[src/design/pbb_pkg.sv]
// package for the peripheral bus bridge master: constants, types, decode function
// Overview of operation
// RULE1: bus rests in idle when nothing pending
// RULE2: setup asserts the addressed peripheral's select
// RULE3: setup lasts one cycle, then enable
// RULE4: enable strobe high; address, direction, select stable
// RULE5: enable one cycle, then idle or setup
// RULE6: peripherals tolerate glitches entering back-to-back setup
// RULE7: enable strobe comes clean from a flip-flop
// RULE8: outputs change after the edge starting setup
// RULE9: outputs stay valid throughout the enable cycle
// RULE10: drop strobe; drop select unless same peripheral
// RULE11: hold address and direction between transfers
// RULE12: peripheral presents read data during enable
// RULE13: capture read data at edge ending enable
// RULE14: everything on the rising clock edge only
// RULE15: latch upstream address, hold for whole transfer
// RULE16: decode address to at most one select
// RULE17: forward write data; return read data upstream
// RULE18: bridge sole peripheral master, upstream slave
// RULE19: reset gives idle, no select, no strobe
// RULE20: hold requester, report completion with read data
package pbb_pkg;

  localparam int ADDR_W  = 32;
  localparam int DATA_W  = 32;
  localparam int NUM_SLV = 4;
  // select index field of the address
  localparam int SEL_LSB = 12;
  localparam int SEL_W   = 4;

  localparam logic [ADDR_W-1:0]  ADDR_RST  = 32'h0000_0000;
  localparam logic [DATA_W-1:0]  DATA_RST  = 32'h0000_0000;
  localparam logic [NUM_SLV-1:0] SEL_NONE  = 4'h0;

  typedef enum logic [1:0] {
    PBB_IDLE   = 2'b00,
    PBB_SETUP  = 2'b01,
    PBB_ENABLE = 2'b11
  } pbb_state_e;

  typedef struct packed {
    pbb_state_e          state;
    logic [ADDR_W-1:0]   paddr;
    logic                pwrite;
    logic [DATA_W-1:0]   pwdata;
    logic [NUM_SLV-1:0]  psel;
    logic                penable;
    logic                miss;
    logic [DATA_W-1:0]   rdata;
    logic                done;
    logic                err;
  } pbb_ctl_s;

  localparam pbb_ctl_s CTL_RST = '{
    state:   PBB_IDLE,
    paddr:   ADDR_RST,
    pwrite:  1'b0,
    pwdata:  DATA_RST,
    psel:    SEL_NONE,
    penable: 1'b0,
    miss:    1'b0,
    rdata:   DATA_RST,
    done:    1'b0,
    err:     1'b0
  };

  typedef struct packed {
    logic               full;
    logic               write;
    logic [ADDR_W-1:0]  addr;
    logic [DATA_W-1:0]  wdata;
  } pbb_hold_s;

  localparam pbb_hold_s HOLD_RST = '{
    full:  1'b0,
    write: 1'b0,
    addr:  ADDR_RST,
    wdata: DATA_RST
  };

  // one-hot select from the index field; zero for an unmapped index
  function automatic logic [NUM_SLV-1:0] pbb_decode_f(input logic [ADDR_W-1:0] addr);
    logic [SEL_W-1:0]   idx;
    logic [NUM_SLV-1:0] sel;
    idx = addr[SEL_LSB +: SEL_W];
    sel = SEL_NONE;
    for (int i = 0; i < NUM_SLV; i++) begin
      if (idx == SEL_W'(i)) begin
        sel[i] = 1'b1;
      end
    end
    return sel;
  endfunction

endpackage

[src/design/pbb_bridge.sv]
// peripheral bus bridge master: upstream request port to two-phase peripheral transfers
`timescale 1ns/1ps
module pbb_bridge
  import pbb_pkg::*;
(
  input  wire logic               clk_i,        // clock, rising edge only
  input  wire logic               rst_i,        // async reset, active high
  input  wire logic               req_valid_i,  // upstream request valid
  input  wire logic               req_write_i,  // upstream request is a write
  input  wire logic [ADDR_W-1:0]  req_addr_i,   // upstream address
  input  wire logic [DATA_W-1:0]  req_wdata_i,  // upstream write data
  output logic                    req_ready_o,  // request taken when valid and ready
  output logic                    rsp_done_o,   // one-cycle completion pulse
  output logic                    rsp_err_o,    // completion was to an unmapped address
  output logic      [DATA_W-1:0]  rsp_rdata_o,  // read data of last read
  output logic      [ADDR_W-1:0]  paddr_o,      // peripheral address
  output logic                    pwrite_o,     // peripheral direction, high for write
  output logic      [DATA_W-1:0]  pwdata_o,     // peripheral write data
  output logic      [NUM_SLV-1:0] psel_o,       // peripheral selects
  output logic                    penable_o,    // peripheral enable strobe
  input  wire logic [DATA_W-1:0]  prdata_i      // peripheral read data
);

  pbb_ctl_s q, nxt;

  logic               pend;
  logic               pend_write;
  logic [ADDR_W-1:0]  pend_addr;
  logic [DATA_W-1:0]  pend_wdata;
  logic [NUM_SLV-1:0] pend_sel;
  logic               pend_hit;
  logic               pop;

  // the bridge is the only driver of the peripheral side; upstream it only answers
  pbb_req_hold u_hold (  // [RULE18]
    .clk_i   (clk_i),
    .rst_i   (rst_i),
    .valid_i (req_valid_i),
    .write_i (req_write_i),
    .addr_i  (req_addr_i),
    .wdata_i (req_wdata_i),
    .ready_o (req_ready_o),
    .pop_i   (pop),
    .pend_o  (pend),
    .write_o (pend_write),
    .addr_o  (pend_addr),
    .wdata_o (pend_wdata)
  );

  pbb_decode u_decode (
    .addr_i (pend_addr),
    .sel_o  (pend_sel),
    .hit_o  (pend_hit)
  );

  // a new transfer may begin from idle or straight after an enable cycle
  assign pop = pend && (q.state == PBB_IDLE || q.state == PBB_ENABLE);  // [RULE5]

  always_comb begin
    nxt      = q;
    nxt.done = 1'b0;
    case (q.state)
      PBB_IDLE: begin
        // address and direction are left alone to save toggling
        if (pend) begin
          nxt.state = PBB_SETUP;  // [RULE2]
        end else begin
          nxt.state = PBB_IDLE;   // [RULE1] [RULE11]
        end
      end
      PBB_SETUP: begin
        nxt.state   = PBB_ENABLE;  // [RULE3]
        nxt.penable = 1'b1;        // [RULE4] [RULE7]
      end
      PBB_ENABLE: begin
        nxt.penable = 1'b0;        // [RULE10]
        nxt.done    = 1'b1;        // [RULE20]
        nxt.err     = q.miss;
        if (!q.pwrite) begin
          // unmapped reads return zero, not a floating bus
          nxt.rdata = q.miss ? DATA_RST : prdata_i;  // [RULE13] [RULE17]
        end
        if (pend) begin
          nxt.state = PBB_SETUP;   // [RULE5]
        end else begin
          nxt.state = PBB_IDLE;    // [RULE5]
          nxt.psel  = SEL_NONE;    // [RULE10]
        end
      end
      default: begin
        nxt.state   = PBB_IDLE;
        nxt.psel    = SEL_NONE;
        nxt.penable = 1'b0;
      end
    endcase
    // load the latched request; same peripheral keeps its select high
    if (pop) begin
      nxt.paddr  = pend_addr;   // [RULE8] [RULE15]
      nxt.pwrite = pend_write;  // [RULE8]
      nxt.psel   = pend_sel;    // [RULE16] [RULE10]
      nxt.miss   = !pend_hit;
      if (pend_write) begin
        nxt.pwdata = pend_wdata;  // [RULE17]
      end
    end
  end

  // single rising-edge register for every output except req_ready_o, which comes from the holding register; no falling-edge logic
  always_ff @(posedge clk_i or posedge rst_i) begin  // [RULE14]
    if (rst_i) begin
      q <= CTL_RST;  // [RULE19]
    end else begin
      q <= nxt;
    end
  end

  assign paddr_o     = q.paddr;
  assign pwrite_o    = q.pwrite;
  assign pwdata_o    = q.pwdata;
  assign psel_o      = q.psel;
  assign penable_o   = q.penable;
  assign rsp_done_o  = q.done;
  assign rsp_err_o   = q.err;
  assign rsp_rdata_o = q.rdata;
endmodule // pbb_bridge

[src/design/pbb_decode.sv]
// address decoder: latched address to one-hot peripheral select
`timescale 1ns/1ps
module pbb_decode
  import pbb_pkg::*;
(
  input  wire logic [ADDR_W-1:0]  addr_i,  // address to decode
  output logic      [NUM_SLV-1:0] sel_o,   // one-hot select
  output logic                    hit_o    // address maps to a peripheral
);

  always_comb begin
    sel_o = pbb_decode_f(addr_i);  // [RULE16]
    hit_o = |sel_o;
  end

endmodule // pbb_decode

[src/design/pbb_req_hold.sv]
// one-entry holding register for an upstream request waiting for the peripheral bus
`timescale 1ns/1ps
module pbb_req_hold
  import pbb_pkg::*;
(
  input  wire logic              clk_i,    // clock
  input  wire logic              rst_i,    // async reset, active high
  input  wire logic              valid_i,  // upstream request
  input  wire logic              write_i,  // request is a write
  input  wire logic [ADDR_W-1:0] addr_i,   // request address
  input  wire logic [DATA_W-1:0] wdata_i,  // request write data
  output logic                   ready_o,  // entry free
  input  wire logic              pop_i,    // controller takes the entry
  output logic                   pend_o,   // entry holds a request
  output logic                   write_o,  // held direction
  output logic      [ADDR_W-1:0] addr_o,   // held address
  output logic      [DATA_W-1:0] wdata_o   // held write data
);

  pbb_hold_s q, nxt;

  // the entry lets the next address be taken while the current transfer runs
  always_comb begin
    nxt = q;
    if (pop_i) begin
      nxt.full = 1'b0;
    end
    if (valid_i && !q.full) begin
      nxt.full  = 1'b1;  // [RULE15]
      nxt.write = write_i;
      nxt.addr  = addr_i;
      nxt.wdata = wdata_i;
    end
  end

  always_ff @(posedge clk_i or posedge rst_i) begin
    if (rst_i) begin
      q <= HOLD_RST;
    end else begin
      q <= nxt;
    end
  end

  assign ready_o = !q.full;
  assign pend_o  = q.full;
  assign write_o = q.write;
  assign addr_o  = q.addr;
  assign wdata_o = q.wdata;

endmodule // pbb_req_hold

[config.mk]
export PLATFORM = sky130hd
export DESIGN_NAME = pbb_bridge
export DESIGN_NICKNAME = d
export VERILOG_FILES = /design/src/design/pbb_pkg.sv /design/src/design/pbb_bridge.sv /design/src/design/pbb_decode.sv /design/src/design/pbb_req_hold.sv
export SDC_FILE = /design/constraint.sdc
export NUM_CORES = 1
export LEC_CHECK = 0
export ABC_CLOCK_PERIOD_IN_PS = 11600
export BUFFER_PORTS_ARGS = -buffer_cell sky130_fd_sc_hd__buf_2
export CORE_ASPECT_RATIO = 1.25
export CORE_MARGIN = 1
export CORE_UTILIZATION = 35
export CTS_CLUSTER_DIAMETER = 200
export DETAILED_ROUTE_END_ITERATION = 10
export PLACE_DENSITY = 0.54
export SLEW_MARGIN = 5
export SYNTH_ARGS = -nofsm -noshare
export SYNTH_HDL_FRONTEND = slang
export SYNTH_HIERARCHICAL = 1
export SYNTH_SLANG_ARGS = --single-unit
[constraint.sdc]
create_clock -name clk_i -period 11.6 [get_ports clk_i]
set_clock_uncertainty 0.15 [all_clocks]
set_input_delay 2.32 -clock clk_i [delete_from_list [all_inputs] [get_ports clk_i]]
set_output_delay 2.32 -clock clk_i [all_outputs]
set_load 0.01 [all_outputs]
---- Word-level counts from Yosys, hierarchy flattened ----
Index checks and enable logic that the tools add are counted.
word-level totals
  register bits ........................... 173
  input port bits ......................... 100
  output and inout port bits .............. 105
  logic and storage cells ................. 50
cells by class
  equality and inequality tests ........... 7
  muxes and demuxes ....................... 14
  bitwise operators ....................... 1
  reductions and logical operators ........ 14
operator list
  kind                  number
  $mux W66              1
  $mux W32              1
  $eq A4 B2 Y1 const B  2
  $mux W4               2
  $pmux W4 S2           1
  $mux W1               6
  $reduce_and A2 Y1     3
  $eq A4 B1 Y1 const B  1
  $logic_not A4 Y1      1
  $pmux W2 S2           1
  $reduce_or A2 Y1      2
  $reduce_or A4 Y1      1
  $ne A3 B3 Y1 const B  1
  $eq A2 B1 Y1 const B  1
  $eq A2 B2 Y1 const B  1
  $logic_and A1 B1 Y1   2
  $logic_not A1 Y1      2
  $logic_not A2 Y1      1
  $mux W2               1
  $ne A2 B1 Y1 const B  1
  $pmux W1 S2           1
  $reduce_bool A2 Y1    1
  $logic_or A1 B1 Y1    1
  $not A1 Y1            1

---- Longest topological paths before layout ----
Gate-level depths: netlist of run 1.
  depth after elaboration ................. 5
  depth in mapped cells ................... 5
  mapped depth without buffers ............ 4

---- Cells and area by module ----
The synthesis of run 1 kept the hierarchy.
by module, submodules not included
  module        instances  cells each  area each (sq um)  sequential area each (sq um)
  pbb_bridge    1          380         5,230.0            2,677.6
  pbb_req_hold  1          142         2,673.8            1,651.6
  pbb_decode    1          5           40.0               0.0

---- Worst setup path after synthesis of run 1 ----
No wires, ideal clock.
  kind .................................... input port to flip-flop
  start ................................... in req_valid_i
  end ..................................... reg u_hold.q, in the netlist u_hold/addr_o[10]
  setup time .............................. 0.125 ns
  arrival time ............................ 3.055 ns
  data required time ...................... 11.325 ns
  path slack .............................. 8.270 ns
  cell stages on the path ................. 4
  path buffers ............................ 2
  cells stage by stage .................... nor2b_4 -> buf_12 -> buf_12 -> mux2_4
between the ends
  word-level cells in the longest chain between the ends .. 1
RTL lines
  item                    RTL line            text
  start: declaration      pbb_bridge.sv:8     input wire logic req_valid_i,
  $logic_and A1 B1 Y1     pbb_req_hold.sv:28  if (valid_i && !q.full) begin
  end signal: assignment  pbb_req_hold.sv:40  q <= nxt;
  end: declaration        pbb_req_hold.sv:20  pbb_hold_s q, nxt;
Every way passes these cells.
A chain may end at the register's enable or synchronous reset.

---- Worst setup path in the final report of run 1 ----
  start ................................... in req_valid_i
  end ..................................... reg u_hold.q, in the netlist u_hold/write_o
Same word-level chain as after synthesis.

==> impl_metrics.py, run 1 <==
metrics = {
    "die": {
        "die_area_mm2": 0.02331,
        "die_height_um": 170.4,
        "die_w_um": 136.8,
        "initial_core_util_pct": 35.64,
        "coreArea_mm2": 0.02229,
        "ios": 205,
        "row_count": 61,
    },
    "synthesis": {
        "async_flop_share_pct": 100.0,
        "yosys_warnings": 6,
        "avgSynthCellArea_um2": 15.07,
        "synth_top_area_cell": "dfrtp_1",
        "synthTopCellsByArea": "dfrtp_1 (54%), mux2_4 (14%), mux2_2 (12%), buf_4 (9.6%), nor2b_1 (2.0%)",
        "synthTopCellsByCount": "dfrtp_1 (173), buf_4 (102), mux2_2 (86)",
        "ys_seq_elements": 173,
        "yosysSeqAreaShare_pct": 54.50,
        "synthCells": 527,
        "synth-edff-count": 0,
        "netlist-cell-type-count": 27,
        "syn-cell-area_mm2": 0.007944,
        "syn_nets": 631,
        "synth_top_area_share_pct": 54.50,
        "yosysMostFrequentCell": "dfrtp_1",
        "ys.flop_type": "dfrtp_1",
    },
    "worst_setup_path": {
        "endpoint_kind": "register",
        "worst-r2r-cell-count": 3,
        "reg2reg_to": "u_hold/write_o$_DFFE_PP0P_",
        "crit_end": "u_hold/write_o$_DFFE_PP0P_",
        "crit_path_start_kind": "primary input",
        "crit_start": "req_valid_i",
        "r2r-start": "u_hold/pend_o$_DFFE_PP0P_",
        "cp.required_ns": 11.75,
        "critPathMaxFanout": 34,
        "worstPathArrival_ns": 4.34,
        "r2r_setup_slack_ns": 8.77,
        "critPathKind": "in2reg",
    },
    "sta": {
        "max_slew.worst_pin.slew_ns": 1.068,
        "setup_tns_ns": 0,
        "fmax_mhz": 238.4,
        "maxSlewHeadroom_pct": 28.80,
        "fin_crit_sh_pct": 36.16,
        "setup_violations": 0,
        "worst_hold_slack_ns": 0.3344,
        "rsz0062_at_grt": "no",
        "hold_violations": 0,
        "fin_crit_ns": 4.195,
        "drv_slew": 0,
    },
    "cts": {
        "clockBufferDepth": 2,
        "postCtsHoldBufs": 0,
        "cts_buffers": 17,
        "path_clk_slew_ns": 0.06,
        "root_buffer": "clkbuf_16",
        "numClockSinks": 173,
        "postCtsResizedCells": 0,
        "cts_max_level": 4,
        "cts_tree": "yes",
        "cts_setup_buffers": 0,
        "insertion_delay_ns": 0.42,
    },
    "min_path": {
        "min_path_type": "reg2reg",
    },
    "layout": {
        "final-seq-area_mm2": 0.004329,
        "layout.nets": 736,
        "area_growth_pct": 12.49,
        "drive_above_1_share_pct": 63.10,
        "fin_area_mm2": 0.008936,
        "multi_input_area_mm2": 0.002561,
        "nFillCells": 2137,
        "antenna_cells": 0,
    },
    "placement": {
        "routabilityCongestion": 0.6800,
        "dpl.hpwl_um": 10300,
        "placed_area_mm2": 0.008339,
        "port_buffers": 204,
    },
    "grt": {
        "grt_pass1_wl_um": 23760,
        "track_usage_pct": 13.52,
        "overflow": 0,
        "grt_pass1_vias": 4456,
        "antenna_found_initial": 0,
        "grt_max_degree": 67,
    },
    "detailed_routing": {
        "routed.top_layer": "met4",
        "via_per_inst": 4.387,
        "wl_per_cell_um": 16.46,
        "dr_wl_met3_um": 898,
        "wl_met2_um": 7770,
        "ant_nets": 0,
        "wl_met1_um": 6437,
        "drt_iter0_drc": 106,
        "drt-pass1-iter-count": 4,
        "vias": 4071,
        "route.detailed.drc": 0,
        "wl_um": 15270,
    },
    "flow_run": {
        "drv_cap": 0,
    },
    "pwr": {
        "peakVddDrop_uv": 130.3,
        "powerDensity_mw_per_mm2": 298.9,
        "power_leakage_nw": 4.425,
    },
    "outcome": {
        "status": "finished, final reports clean",
    },
}
## stage by stage
step | power [mW] | std cells | util [%] | setup slack [ns]
floorplan | 2.063 | 527 | - | 6.313
global placement | 2.084 | 896 | 37.42 | 6.984
detailed placement | 2.129 | 896 | 37.42 | 6.949
CTS | 2.724 | 928 | 40.10 | 7.406
global route | 2.843 | 928 | 40.10 | 7.289
finish | 2.671 | 928 | 40.10 | 7.405
## worst min path at each step
stage / from / endpoint / cells after the start
after floorplan: rsp_rdata_o[16]$_DFFE_PP0P_ / rsp_rdata_o[16]$_DFFE_PP0P_ / 1
after global placement: rsp_rdata_o[16]$_DFFE_PP0P_ / rsp_rdata_o[16]$_DFFE_PP0P_ / 1
after detailed placement: rsp_rdata_o[20]$_DFFE_PP0P_ / rsp_rdata_o[20]$_DFFE_PP0P_ / 1
after CTS: rsp_rdata_o[20]$_DFFE_PP0P_ / rsp_rdata_o[20]$_DFFE_PP0P_ / 1
after global routing: rsp_rdata_o[20]$_DFFE_PP0P_ / rsp_rdata_o[20]$_DFFE_PP0P_ / 1
final: rsp_rdata_o[20]$_DFFE_PP0P_ / rsp_rdata_o[20]$_DFFE_PP0P_ / 1
## metal layers
layer / GRT usage [%] / vias to the layer above
met2: 22.89 / 118
met3: 4.200 / 11
met5: 0 / -
met4: 4.058 / 0
met1: 16.30 / 2057
li1: - / 1885
## cell usage in the layout, fill, tap and decap left out, drive strengths merged, types with 2 or more instances in the layout
cell,netlist,routed
and2b,8,8
buf,120,208
bufinv,0,2
clkbuf,2,18
clkinv,0,5
clkinvlp,0,2
dfrtp,173,173
ha,4,4
inv,11,16
mux2,163,163
nand3b,5,5
nor2b,27,27
nor4b,2,2
o31ai,4,4
## registers in the layout, summed over array words and instances, names as in the netlist
register,count
pwdata_o,32
psel_o,4
u_hold/addr_o,32
rsp_done_o,1
rsp_rdata_o,32
u_hold/pend_o,1
paddr_o,32
rsp_err_o,1
penable_o,1
pwrite_o,1
u_hold/wdata_o,32
u_hold/write_o,1
q,3
## logic make-up (layout without fill, tap and decap cells)
| kind of cell | after synthesis | in the layout | share of synthesized area [%] |
|---|---|---|---|
| flops | 173 | 173 | 54.50 |
| simple gates | 45 | 45 | 4.142 |
| fa+ha+maj | 4 | 4 | 0.6300 |
| mux | 164 | 164 | 26.68 |
| buf+inv | 133 | 251 | 13.29 |
| compound gates | 8 | 8 | 0.7561 |
## worst max-delay path, stage by stage
cell and delay [ns]:
buf_2 0.08, nor2b_4 0.83, buf_4 0.70, mux2_2 0.40
## cell type report
class / count / share of cell area (%)
multi-input combinational: 221 / 28.66
sequential: 173 / 48.45
timing repair buffer: 208 / 11.76
clock inverter: 14 / 1.764
clock buffer: 18 / 4.915
inverter: 11 / 0.4901
tap: 283 / 3.962
## power by group
group | switching [mW] | total (mW) | internal (mW)
clock | 0.247 | 0.575 | 0.328
sequential | 0.181 | 1.08 | 0.899
combinational | 0.414 | 1.02 | 0.603
Power figures use the tool's default switching activity.
==> run 2, diff against run 1 <==
- ABC_AREA: unset -> 1
- ABC_CLOCK_PERIOD_IN_PS: 11600 -> 4100
- clock period: 11.6 -> 4.1 ns (I/O delays scaled with it)
==> impl_metrics.py, run 2 <==
metrics = {
    "min_path": {
        "hold_start": "u_hold/addr_o[27]$_DFFE_PP0P_",
        "min_path_type": "reg2reg",
        "whs_endpoint": "paddr_o[27]$_DFFE_PP0P_",
        "hold_depth": 2,
    },
    "cts": {
        "insertion_delay_ns": 0.42,
        "clockBufferDepth": 2,
        "postCtsResizedCells": 0,
        "cts_setup_buffers": 0,
        "numClockSinks": 173,
        "path_clk_slew_ns": 0.06,
        "cts_buffers": 17,
        "postCtsHoldBufs": 0,
        "cts_tree": "yes",
        "cts_max_level": 4,
        "root_buffer": "clkbuf_16",
    },
    "grt": {
        "grt_max_degree": 67,
        "antenna_found_initial": 1,
        "grt_pass1_vias": 5315,
        "track_usage_pct": 16.35,
        "grt_pass1_wl_um": 28110,
        "overflow": 0,
    },
    "pwr": {
        "p_seq_share_pct": 41.4,
        "p_sw_mw": 2.644,
        "peakVddDrop_uv": 416.8,
        "internal_power_mw": 4.298,
        "clkPwrFrac_pct": 23.8,
        "switching_share_pct": 38.08,
        "powerDensity_mw_per_mm2": 806.4,
        "power_leakage_nw": 4.874,
        "p_total_mw": 6.942,
        "combPwrFrac_pct": 34.8,
    },
    "worst_setup_path": {
        "crit_path_start_kind": "register",
        "worstPathArrival_ns": 1.14,
        "critPathSlowestCell": "dfrtp_1",
        "r2r-start": "q[105]$_DFF_PP0_",
        "r2r_setup_slack_ns": 1.99,
        "reg2reg_to": "pwdata_o[21]$_DFFE_PP0P_",
        "critPathMaxStageDelay_ns": 0.46,
        "crit_chain": "inv_2, buf_2",
        "critPathKind": "reg2out",
        "worst-r2r-cell-count": 8,
        "endpoint_kind": "primary output",
        "cp.required_ns": 3.13,
        "critPathMaxFanout": 4,
    },
    "detailed_routing": {
        "drt_iter0_drc": 201,
        "vias": 5403,
        "wl_per_cell_um": 14.12,
        "drt-pass1-iter-count": 4,
        "via_per_inst": 4.375,
        "route.detailed.drc": 0,
        "ant_nets": 0,
        "wl_um": 17440,
    },
    "synthesis": {
        "avgSynthCellArea_um2": 8.769,
        "synthTopCellsByCount": "nand2_1 (405), dfrtp_1 (173), buf_4 (112)",
        "synthTopCellsByArea": "dfrtp_1 (57%), nand2_1 (20%), buf_4 (11%), nand3_1 (4.6%), o21ai_1 (2.3%)",
        "synthCells": 859,
        "syn_nets": 963,
        "yosys_warnings": 6,
        "async_flop_share_pct": 100.0,
        "netlist-cell-type-count": 15,
        "yosysMostFrequentCell": "nand2_1",
        "synth_top_area_cell": "dfrtp_1",
        "ys.flop_type": "dfrtp_1",
        "syn-cell-area_mm2": 0.007532,
        "yosysSeqAreaShare_pct": 57.48,
        "ys_seq_elements": 173,
        "synth_top_area_share_pct": 57.48,
        "synth-edff-count": 0,
    },
    "die": {
        "die_height_um": 166.0,
        "die_w_um": 133.2,
        "ios": 205,
        "initial_core_util_pct": 35.93,
        "coreArea_mm2": 0.02097,
        "die_area_mm2": 0.02211,
        "row_count": 59,
    },
    "layout": {
        "area_growth_pct": 14.29,
        "layout.cells.non_filler": 1235,
        "layout.nets": 1051,
        "final_common_cell": "nand2_1",
        "fin_area_mm2": 0.008608,
        "mostFrequentLayoutCells": "nand2_1 (402), buf_2 (204), dfrtp_1 (173), nand3_1 (69), o21ai_1 (34)",
        "final_util_pct": 41.06,
        "drive_above_1_share_pct": 26.35,
        "nFillCells": 2208,
    },
    "sta": {
        "setup_tns_ns": 0,
        "fmax_mhz": 472.9,
        "drv_slew": 0,
        "setup_violations": 0,
        "maxSlewHeadroom_pct": 29.42,
        "max_slew.worst_pin.slew_ns": 1.055,
        "worst_hold_slack_ns": 0.3116,
        "fin_crit_sh_pct": 51.58,
        "rsz0062_at_grt": "no",
        "timing.final.ws_setup_ns": 1.985,
        "hold_violations": 0,
        "fin_crit_ns": 2.115,
    },
    "placement": {
        "routabilityCongestion": 0.7455,
        "dpl.hpwl_um": 11260,
        "placed_area_mm2": 0.007999,
        "port_buffers": 204,
        "pre_cts_slack_ns": 1.729,
        "dp_cells": 1202,
    },
    "flow_run": {
        "drv_cap": 0,
    },
    "outcome": {
        "status": "finished, final reports clean",
    },
}
-- run 2: how the worst max path moves through the flow --
stage                               from                             end
4_1_cts                 q[105]$_DFF_PP0_         pwdata_o[4]$_DFFE_PP0P_
3_5_place_dp                 req_valid_i  u_hold/wdata_o[18]$_DFFE_PP0P_
2_1_floorplan                      rst_i          paddr_o[0]$_DFFE_PP0P_
6_report       u_hold/pend_o$_DFFE_PP0P_                     req_ready_o
5_1_grt                 q[105]$_DFF_PP0_        pwdata_o[16]$_DFFE_PP0P_
3_3_place_gp                 req_valid_i    u_hold/addr_o[7]$_DFFE_PP0P_
-- run 2: routing by layer --
metal | GRT usage [%] | vias to the layer above | part of all wire, %
met5 | 0 | - | 0
met4 | 4.249 | 0 | 0.71
met3 | 4.945 | 7 | 6.2
met2 | 27.27 | 158 | 48
met1 | 20.55 | 2495 | 45
li1 | - | 2743 | -
-- run 2: worst max-delay path: cells and delay by family (launching register included) --
family / cells / cell delay (ns)
buf+inv: 2 / 0.28
flops: 1 / 0.46
-- run 2: layout make-up --
type	instances	area, um2	share of cell area, %
multi-input combinational	526	2162	25.12
sequential	173	4329	50.29
clock inverter	7	101.3	1.177
inverter	16	63.81	0.7413
tap	274	342.8	3.983
clock buffer	25	505.5	5.872
timing repair buffer	213	1101	12.79
antenna	1	2.502	0.02907
-- run 2: kinds of logic (layout without fill, tap and decap cells) --
| family | after synthesis | count (layout) | synth area share, % |
|---|---|---|---|
| adder cells (fa/ha/maj) | 4 | 4 | 0.6645 |
| AND/OR/NAND/NOR | 485 | 485 | 25.42 |
| other | 0 | 1 | 0 |
| flip-flops | 173 | 173 | 57.48 |
| AO/OA/AOI/OAI | 37 | 37 | 2.458 |
| buffers and inverters | 160 | 261 | 13.99 |
-- run 2: power groups by stage --
stage | combinational [mW] | clock [mW] | sequential (mW)
floorplan | 2.20 | 0 | 2.81
global placement | 2.42 | 0 | 2.90
detailed placement | 2.48 | 0 | 2.90
CTS | 2.48 | 1.70 | 2.88
global route | 2.78 | 1.78 | 2.98
finish | 2.42 | 1.65 | 2.87
